[src/hdl/tap_defines.svh]
// Constants for the test access port controller
`ifndef TAP_DEFINES_SVH
`define TAP_DEFINES_SVH

`define TAP_IR_WIDTH     5
`define TAP_IDCODE_INSTR 5'h01
`define TAP_BYPASS_INSTR 5'h1F
`define TAP_IR_CAPTURE   5'h01
`define TAP_DR_WIDTH     32
`define TAP_SYNC_STAGES  2

`endif

[src/hdl/tap_pkg.sv]
// Types for the test access port controller
package tap_pkg;

  typedef enum logic [3:0] {
    TEST_LOGIC_RESET,
    RUN_TEST_IDLE,
    SELECT_DR_SCAN,
    CAPTURE_DR,
    SHIFT_DR,
    EXIT1_DR,
    PAUSE_DR,
    EXIT2_DR,
    UPDATE_DR,
    SELECT_IR_SCAN,
    CAPTURE_IR,
    SHIFT_IR,
    EXIT1_IR,
    PAUSE_IR,
    EXIT2_IR,
    UPDATE_IR
  } tap_state_e;

endpackage

[src/hdl/tap_controller.sv]
// Sixteen-state test access port controller, oversampling the probe pins
//
// Functional notes
// RL1 - Sample mode and data on test clock rise; drive data out on fall.
// RL2 - Low test reset forces reset state and loads identify instruction.
// RL3 - Reset state resets only controller and instruction, nothing else.
// RL4 - Five rising edges with mode high always reach reset state.
// RL5 - In reset state test logic is off and bypass path is used.
// RL6 - Reset state with mode low moves to idle.
// RL7 - Idle holds on low, goes to select data scan on high.
// RL8 - Select data scan: low to capture data, high to select instruction.
// RL9 - Select instruction scan: low to capture, high back to reset.
// RL10 - Capture data loads selected register; low to shift, high to exit1.
// RL11 - Shift data moves one bit per rise; high leaves to exit1.
// RL12 - Data exit1: low to pause, high to update.
// RL13 - Data pause holds registers; high goes to exit2.
// RL14 - Data exit2: low back to shift, high to update.
// RL15 - Update data applies shifted value; low idle, high select data.
// RL16 - Capture instruction loads pattern 00001 into instruction shifter.
// RL17 - Shift instruction moves one stage per rise; high leaves to exit1.
// RL18 - Instruction exit1, pause, exit2 mirror the data side.
// RL19 - Update instruction makes new instruction active; low idle, high select.
// RL20 - Instruction changes only in update instruction and reset.
// RL21 - Shadow outputs hold during capture and shift; load only on update.
// RL22 - Probe starts scans from idle and may park in pause states.
// RL23 - Data output disabled whenever nothing is being shifted out.
// RL24 - Test reset is asynchronous and never resets processor logic.
// RL25 - Five bit instruction; undecoded codes act as bypass. The path here follows dr_select_in, not the instruction.
`include "tap_defines.svh"
`timescale 1ns/100ps
`default_nettype none

module tap_controller
  import tap_pkg::*;
#(
  parameter int DR_WIDTH = `TAP_DR_WIDTH
) (
  input  wire logic                     clk_in,
  input  wire logic                     reset_in,
  input  wire logic                     tck_in,
  input  wire logic                     tms_in,
  input  wire logic                     tdi_in,
  input  wire logic                     trst_n_in,
  input  wire logic                     dr_select_in,
  input  wire logic [DR_WIDTH-1:0]      dr_capture_in,
  output logic                          tdo_out,
  output logic                          tdo_oe_out,
  output tap_state_e                    tap_state_out,
  output logic [`TAP_IR_WIDTH-1:0]      instruction_out,
  output logic                          test_logic_en_out,
  output logic                          capture_dr_out,
  output logic                          update_dr_out,
  output logic [DR_WIDTH-1:0]           dr_shadow_out
);

  // Pin synchronisers: tck, tms, tdi, trst_n
  logic [3:0]                  sync_a;
  logic [3:0]                  sync_b;
  logic                        tck_last;
  always_ff @(posedge clk_in or posedge reset_in) begin
    if (reset_in) begin
      sync_a   <= 4'h0;
      sync_b   <= 4'h0;
      tck_last <= 1'b0;
    end else begin
      sync_a   <= {trst_n_in, tdi_in, tms_in, tck_in};
      sync_b   <= sync_a;
      tck_last <= sync_b[0];
    end
  end

  // Decoded pin levels and test clock edges
  wire tck_s     = sync_b[0];
  wire tms_s     = sync_b[1];
  wire tdi_s     = sync_b[2];
  wire trst_n_s  = sync_b[3];
  wire tck_rise  = tck_s & ~tck_last;  // see RL1
  wire tck_fall  = ~tck_s & tck_last;  // see RL1

  tap_state_e                  state;
  tap_state_e                  next_state;
  logic [`TAP_IR_WIDTH-1:0]    ir_shift;
  logic [`TAP_IR_WIDTH-1:0]    instruction;
  logic [DR_WIDTH-1:0]         dr_shift;
  logic                        bypass_bit;

  // State transitions on a sampled mode level
  always_comb begin
    case (state)
      TEST_LOGIC_RESET:
        next_state = tms_s ? TEST_LOGIC_RESET : RUN_TEST_IDLE; // see RL5 RL6
      RUN_TEST_IDLE:
        next_state = tms_s ? SELECT_DR_SCAN : RUN_TEST_IDLE;   // see RL7
      SELECT_DR_SCAN:
        next_state = tms_s ? SELECT_IR_SCAN : CAPTURE_DR;      // see RL8
      CAPTURE_DR:
        next_state = tms_s ? EXIT1_DR : SHIFT_DR;              // see RL10
      SHIFT_DR:
        next_state = tms_s ? EXIT1_DR : SHIFT_DR;              // see RL11
      EXIT1_DR:
        next_state = tms_s ? UPDATE_DR : PAUSE_DR;             // see RL12
      PAUSE_DR:
        next_state = tms_s ? EXIT2_DR : PAUSE_DR;              // see RL13
      EXIT2_DR:
        next_state = tms_s ? UPDATE_DR : SHIFT_DR;             // see RL14
      UPDATE_DR:
        next_state = tms_s ? SELECT_DR_SCAN : RUN_TEST_IDLE;   // see RL15
      SELECT_IR_SCAN:
        next_state = tms_s ? TEST_LOGIC_RESET : CAPTURE_IR;    // see RL9
      CAPTURE_IR:
        next_state = tms_s ? EXIT1_IR : SHIFT_IR;              // see RL16
      SHIFT_IR:
        next_state = tms_s ? EXIT1_IR : SHIFT_IR;              // see RL17
      EXIT1_IR:
        next_state = tms_s ? UPDATE_IR : PAUSE_IR;             // see RL18
      PAUSE_IR:
        next_state = tms_s ? EXIT2_IR : PAUSE_IR;              // see RL18
      EXIT2_IR:
        next_state = tms_s ? UPDATE_IR : SHIFT_IR;             // see RL18
      UPDATE_IR:
        next_state = tms_s ? SELECT_DR_SCAN : RUN_TEST_IDLE;   // see RL19
      default:
        next_state = TEST_LOGIC_RESET;
    endcase
  end

  // Path selection; bypass unless dr_select_in is high outside reset
  wire in_reset   = (state == TEST_LOGIC_RESET);
  wire use_dr     = dr_select_in & ~in_reset;         // see RL5 RL25
  wire dr_serial  = use_dr ? dr_shift[0] : bypass_bit;
  wire shifting   = (state == SHIFT_DR) | (state == SHIFT_IR);
  wire next_tdo   = (state == SHIFT_IR) ? ir_shift[0] : dr_serial;

  // Controller state; any path of five mode-high rises ends in reset
  always_ff @(posedge clk_in or posedge reset_in) begin
    if (reset_in) begin
      state <= TEST_LOGIC_RESET;
    end else if (!trst_n_s) begin
      state <= TEST_LOGIC_RESET;                      // see RL2 RL24
    end else if (tck_rise) begin
      state <= next_state;                            // see RL4
    end
  end

  // Instruction shifter and active instruction
  always_ff @(posedge clk_in or posedge reset_in) begin
    if (reset_in) begin
      ir_shift    <= `TAP_IR_CAPTURE;
      instruction <= `TAP_IDCODE_INSTR;
    end else if (!trst_n_s) begin
      instruction <= `TAP_IDCODE_INSTR;               // see RL2 RL3
    end else if (tck_rise) begin
      case (state)
        TEST_LOGIC_RESET: instruction <= `TAP_IDCODE_INSTR; // see RL20
        CAPTURE_IR: ir_shift <= `TAP_IR_CAPTURE;      // see RL16
        SHIFT_IR: ir_shift <= {tdi_s, ir_shift[`TAP_IR_WIDTH-1:1]}; // see RL17
        UPDATE_IR: instruction <= ir_shift;           // see RL19 RL20
        default: ir_shift <= ir_shift;
      endcase
    end
  end

  // Data path: bypass bit, shift path and shadow latch
  always_ff @(posedge clk_in or posedge reset_in) begin
    if (reset_in) begin
      bypass_bit    <= 1'b0;
      dr_shift      <= '0;
      dr_shadow_out <= '0;
    end else if (tck_rise) begin
      case (state)
        CAPTURE_DR: begin
          bypass_bit <= 1'b0;
          if (use_dr) begin
            dr_shift <= dr_capture_in;                // see RL10
          end
        end
        SHIFT_DR: begin
          bypass_bit <= tdi_s;                        // see RL11
          if (use_dr) begin
            dr_shift <= {tdi_s, dr_shift[DR_WIDTH-1:1]};
          end
        end
        UPDATE_DR: begin
          if (use_dr) begin
            dr_shadow_out <= dr_shift;                // see RL15 RL21
          end
        end
        default: dr_shift <= dr_shift;                // see RL13
      endcase
    end
  end

  // Serial output changes on the falling test clock edge
  always_ff @(posedge clk_in or posedge reset_in) begin
    if (reset_in) begin
      tdo_out    <= 1'b0;
      tdo_oe_out <= 1'b0;
    end else if (!trst_n_s) begin
      tdo_oe_out <= 1'b0;
    end else if (tck_fall) begin
      tdo_out    <= shifting ? next_tdo : 1'b0;       // see RL1
      tdo_oe_out <= shifting;                         // see RL23
    end
  end

  // Registered status and one-cycle phase strobes
  always_ff @(posedge clk_in or posedge reset_in) begin
    if (reset_in) begin
      tap_state_out     <= TEST_LOGIC_RESET;
      instruction_out   <= `TAP_IDCODE_INSTR;
      test_logic_en_out <= 1'b0;
      capture_dr_out    <= 1'b0;
      update_dr_out     <= 1'b0;
    end else begin
      tap_state_out     <= state;
      instruction_out   <= in_reset ? `TAP_BYPASS_INSTR : instruction; // see RL5
      test_logic_en_out <= ~in_reset;                 // see RL5
      capture_dr_out    <= tck_rise & (state == CAPTURE_DR) & use_dr;
      update_dr_out     <= tck_rise & (state == UPDATE_DR) & use_dr; // see RL21
    end
  end

endmodule

`default_nettype wire

[config.mk]
export PLATFORM = sky130hd
export DESIGN_NAME = tap_controller
export DESIGN_NICKNAME = d
export VERILOG_FILES = /design/src/hdl/tap_pkg.sv /design/src/hdl/tap_controller.sv
export VERILOG_INCLUDE_DIRS = /design/src /design/src/hdl
export SDC_FILE = /design/constraint.sdc
export NUM_CORES = 1
export LEC_CHECK = 0
export BUFFER_PORTS_ARGS = -buffer_cell sky130_fd_sc_hd__clkbuf_2
export CAP_MARGIN = 10
export CORE_MARGIN = 3
export CORE_UTILIZATION = 59
export CTS_CLUSTER_SIZE = 30
export DETAILED_ROUTE_END_ITERATION = 8
export GPL_ROUTABILITY_DRIVEN = 0
export HOLD_SLACK_MARGIN = 0.05
export MAX_ROUTING_LAYER = met4
export PLACE_DENSITY_LB_ADDON = 0.08
export SLEW_MARGIN = 30
export SYNTH_ARGS = -nofsm -noshare
export SYNTH_HDL_FRONTEND = slang
export SYNTH_SLANG_ARGS = --single-unit
[constraint.sdc]
create_clock -name clk_in -period 7.8 [get_ports clk_in]
set_input_delay 0.78 -clock clk_in [delete_from_list [all_inputs] [get_ports clk_in]]
set_output_delay 0.78 -clock clk_in [all_outputs]
set_load 0.01 [all_outputs]
* Word level (Yosys, flattened, before mapping)
Cells that the tools add are included.
** Word-level totals
- Memories kept :: 0
- Register bits :: 102
- ROM bits :: 0
- Memory bits (writable) :: 0
- Bits in latches :: 0
** Operators by class
- Multipliers :: 0
- Add/subtract/negate cells :: 0
- Shifts and indexed selects :: 0
- Eq/ne operators :: 20
- Div/mod/pow operators :: 0
- Bitwise logic cells :: 11
- Muxes and demuxes :: 29
- Reduce and logical (&&, ||, !) cells :: 12
- $lt $le $gt $ge :: 0
** Operators with widths (number)
- $mux W32 :: 2
- $pmux W32 S2 :: 1
- $pmux W4 S12 :: 1
- $eq A4 B4 Y1 const B :: 8
- $mux W4 :: 6
- $pmux W5 S2 :: 2
- $eq A4 B3 Y1 const B :: 4
- $mux W5 :: 3
- $eq A4 B2 Y1 const B :: 2
- $mux W1 :: 8
- $and A1 B1 Y1 :: 7
- $mux W2 :: 3
- $mux W3 :: 2
- $reduce_and A2 Y1 :: 3
- $reduce_and A3 Y1 :: 2
- $eq A4 B1 Y1 const B :: 1
- $logic_not A4 Y1 :: 1
- $ne A2 B1 Y1 const B :: 2
- $ne A2 B2 Y1 const B :: 2
- $reduce_and A4 Y1 :: 1
- $reduce_bool A2 Y1 :: 2
- $reduce_or A2 Y1 :: 2
- $ne A3 B1 Y1 const B :: 1
- $not A1 Y1 :: 3
- 3 further kinds :: 3

* Depth between registers and ports, before layout
- Depth in word-level cells :: 6
- Mapped depth :: 7
- Mapped depth without buffers :: 4

* Least setup slack after synthesis
OpenSTA, ideal clock, no wires.
- Kind :: input to register
- Start point :: input port dr_select_in
- End point :: register dr_shift[27]
- Cell stages on the path :: 4
- Setup time :: 124 ps
- Buffers on the path :: 1
- Slack :: 5869 ps
- Arrival time :: 1807 ps
- Cell sequence :: nand3b_1 > a2111oi_4 > buf_6 > a21oi_1
** On the way
- Cells in the longest elaborated chain, start to end :: 3
** RTL lines
- start: declaration :: RTL line tap_controller.sv:44 : input wire logic dr_select_in,
- $and A1 B1 Y1 (*) :: RTL line tap_controller.sv:129 : wire use_dr = dr_select_in & ~in_reset;
- $ne A2 B2 Y1 (no source line)
- $reduce_and A4 Y1 (no source line) (*)
- end signal: assignment :: RTL line tap_controller.sv:174 : dr_shift <= dr_capture_in;
- end signal: assignment :: RTL line tap_controller.sv:180 : dr_shift <= {tdi_s, dr_shift[DR_WIDTH-1:1]};
- end signal: assignment :: RTL line tap_controller.sv:188 : default: dr_shift <= dr_shift;
- end: declaration :: RTL line tap_controller.sv:84 : logic [DR_WIDTH-1:0] dr_shift;
Every way passes the cells marked *; elsewhere a longest branch is shown, timed or not.
A chain may end at the register's enable or synchronous reset.

* Worst setup path after layout
- Start point :: register state[2]
- End point :: register dr_shift[12]
** On the way
- Cells in the longest elaborated chain, start to end :: 5
** RTL lines
- start: declaration :: RTL line tap_controller.sv:80 : tap_state_e state;
- start signal: assignment :: RTL line tap_controller.sv:141 : state <= next_state;
- $logic_not A4 Y1 :: RTL line tap_controller.sv:128 : wire in_reset = (state == TEST_LOGIC_RESET);
- $not A1 Y1 :: RTL line tap_controller.sv:129
- $and A1 B1 Y1 :: RTL line tap_controller.sv:129
- $ne A2 B2 Y1 (no source line)
- $reduce_and A4 Y1 (no source line)
Several ways; a longest one is shown, not always the timed one.

==> summary.txt <==
Synthesis
  – Main combinational cell family by area after synthesis: multiplexers
  – Post-synth ARST share: 100%
  – Top FF cell, synth: dfrtp_1
  – Post-Synth Adder-Cell Area: 0%
  – Number of flops mapped to enable cells by yosys: 0
  – Seq cells post-synth: slightly above 100
  – Synth Area in XOR/XNOR: less than 1%
  – Post-synthesis sequential area ratio: between 50% and 60%
  – Syn_area_per_cell: roughly 12 µm²
  – Synth Warn #: 0
  – Compound-cell area share of the yosys netlist: 12.5%
  – Yosys cell types: 43
  – Post-synthesis mux area share: roughly 16%
  – Synth Instances: 350
  – Synth Cell Area: approximately 4400 µm²
  – Syn_nets: just under 400
  – Simple-gate area share of the yosys netlist: ~8.9%

Setup path
  – End of the worst register-to-register path: dr_shift[12]
  – Reg-to-reg startpoint: state[2]
  – R2R depth: 5
  – Data required time of the critical path: about 8.1 ns
  – Flop-to-flop setup slack: 5.25 ns
  – CP Class: flip-flop to flip-flop
  – Startpoint types: flip-flop
  – Critical Path End Type: flip-flop
  – WP data arrival: 2.83 ns
  – Critical path fanouts, max: 64

Route
  – Top sig layer: met4
  – DR vias: 2786
  – DRT iter0 DRCs: 66
  – Routed length on met3: about 390 µm
  – Post-route ant nets: 0
  – Vias/cell: 5.30
  – Initial DRT Pass Iterations: 4
  – Total Routed Length: 7610 µm
  – DRC Markers: 0
  – DR WL/cell: about 14 µm
  – DRT met1 WL: between 3000 and 4000 µm
  – Metal2 WL: 3590 µm

Power and ir drop
  – Pwr Density: 177 nW/µm²
  – Max rail drop VDD: ~0.1 mV
  – Design Power: around 880 µW
  – Leakage power: around 0.0024 µW

Global routing
  – Largest net degree at the start of global routing: 71
  – Vias in the first global route: about 2700
  – First-pass GRT wire length: 12900 µm
  – Antenna violations before repair: 0
  – Total Routing Usage GR: about a fifth
  – Grt ovf: 0

Floorplanning
  – Starting Density: between 60% and 70%
  – # IOs: 85
  – Die ar.: about 8500 µm²
  – Die height: just over 90 µm
  – Horiz. Die Dim: ~92 µm
  – Core area: approximately 7000 µm²
  – Row count: 30

Timing
  – Actual slew at the worst max-slew pin: ~0.94 ns
  – Fin. Hold Viols: 0
  – Min Tclk post-route: between 2 and 3 ns
  – Worst rel slew slack: a little under two fifths
  – RSZ-0062 raised after global routing: no
  – Final setup fails: 0
  – Fmax: between 300 and 400 MHz
  – Setup Skew: between 0.01 and 0.015 ns
  – TNS Setup: 0 ns
  – Fin crit share: 32.7%
  – Slew Viols, Final: 0

Layout
  – Final antenna diode count: 0
  – Layout Nets: approximately 470
  – Fill cells: around 530
  – Layout area overhead: 13.9%
  – Layout cell share with drive strength beyond 1: about two fifths

Job
  – Max-cap viol count: 0

CTS
  – Max Buffers Root-to-Sink: 2
  – CTS tree: done
  – Number of clock buffers inserted by TritonCTS: 9
  – Worst-path clk slew: approximately 0.090 ns
  – Htree depth: 3
  – Post-CTS Setup Inserts: 0
  – CTS root buf: clkbuf_8
  – Post-CTS sizing: 0
  – Clk sinks: 102
  – Clk_lat worst skew: 0.35 ns
  – Hold Buf Count CTS: 0

Min path
  – Hold path start: sync_a[3]
  – Worst Hold End: sync_b[3]
  – Hold WC Path Type: flip-flop to flip-flop
  – Min-Delay Path Depth: 0

Placement
  – HPWL Detailed: 5160 µm
  – # port buffers: 84

Outcome
  – Status: finished, final reports clean
[area by class of cell]
class	count	area, µm²	area share (%)
Timing Repair Buffer	89	458	9.19
Clock inverter	5	36.3	0.728
Inverter	8	32.5	0.653
Sequential cell	102	2560	51.3
Tap cell	96	120	2.41
Clock buffer	10	138	2.76
Multi-Input combinational cell	216	1640	32.9
[worst max path at each step]
stage / from / end
floorplan: reset_in / bypass_bit
global placement: state[2] / dr_shift[14]
detailed placement: state[2] / dr_shift[4]
CTS: state[2] / dr_shift[4]
global route: state[2] / dr_shift[4]
finish: state[2] / dr_shift[12]
[sequential cells by signal (all words and copies together) (netlist names)]
register / count
instruction_out: 5
dr_shadow_out: 32
sync_b: 4
tdo_out: 1
tap_state_out: 4
update_dr_out: 1
ir_shift: 5
bypass_bit: 1
capture_dr_out: 1
tdo_oe_out: 1
tck_last: 1
instruction: 5
test_logic_en_out: 1
state: 4
dr_shift: 32
sync_a: 4
[worst max-delay path, stage by stage (launching register included)]
cell	delay, ns
dfrtp_1	0.76
or3b_4	0.48
a2111oi_4	0.29
buf_4	0.67
nor2_1	0.13
a21oi_2	0.14
[synth_stat cells (3+ instances only)]
library cell	n	area (µm²)
nand2_1	14	52.6
a211oi_1	4	30.0
nor2b_1	4	25.0
nor3b_1	3	22.5
a21oi_1	12	60.1
buf_6	7	78.8
inv_1	8	30.0
mux2i_1	32	320
a21oi_2	28	245
nor2_1	38	143
or2_2	4	25.0
a22o_1	5	43.8
mux2_2	33	372
clkbuf_1	13	48.8
o21ai_0	7	35.0
dfrtp_1	99	2480
dfstp_2	3	78.8
[layout by cell type, fill, tap and decap left out, drive strengths merged, types with 5 or more instances in the layout]
| master | instances |
|---|---|
| inv | 8 |
| a22o | 5 |
| mux2i | 32 |
| o21ai | 7 |
| dfrtp | 99 |
| buf | 5 |
| mux2 | 33 |
| nor2 | 38 |
| nand2 | 14 |
| a21oi | 40 |
| clkbuf | 94 |
[cells by family (layout without fill, tap and decap cells)]
kind of cell           after synthesis  count (layout)
flip-flops                         102             102
multiplexers                        65              65
XOR/XNOR                             1               1
AND/OR/NAND/NOR                     80              80
buffers and inverters               32             112
AO/OA/AOI/OAI                       70              70
[through the flow]
step	hold slack [ns]	std cells	setup slack [ns]	util, %	area (µm²)
2_1_floorplan	0.331	350	4.35	-	4370
3_3_place_gp	0.333	511	5.38	68.9	4810
3_5_place_dp	0.336	511	5.26	68.9	4810
4_1_cts	0.358	526	5.26	71.4	4980
5_1_grt	0.369	526	5.06	71.4	4980
6_report	0.357	526	5.25	71.4	4980
[per-layer routing]
metal | up-vias | GRT usage, %
met5 | - | -
met4 | 0 | 6.68
met3 | 6 | 3.86
met2 | 69 | 29.4
met1 | 1335 | 27.0
li1 | 1376 | -
[where the power goes]
group          leakage, µW  switching [µW]  internal, µW
Clock            0.0000804             167           123
Combinational     0.000925            29.0          20.8
Sequential         0.00137            7.91           536
(Power assumes the default switching activity.)
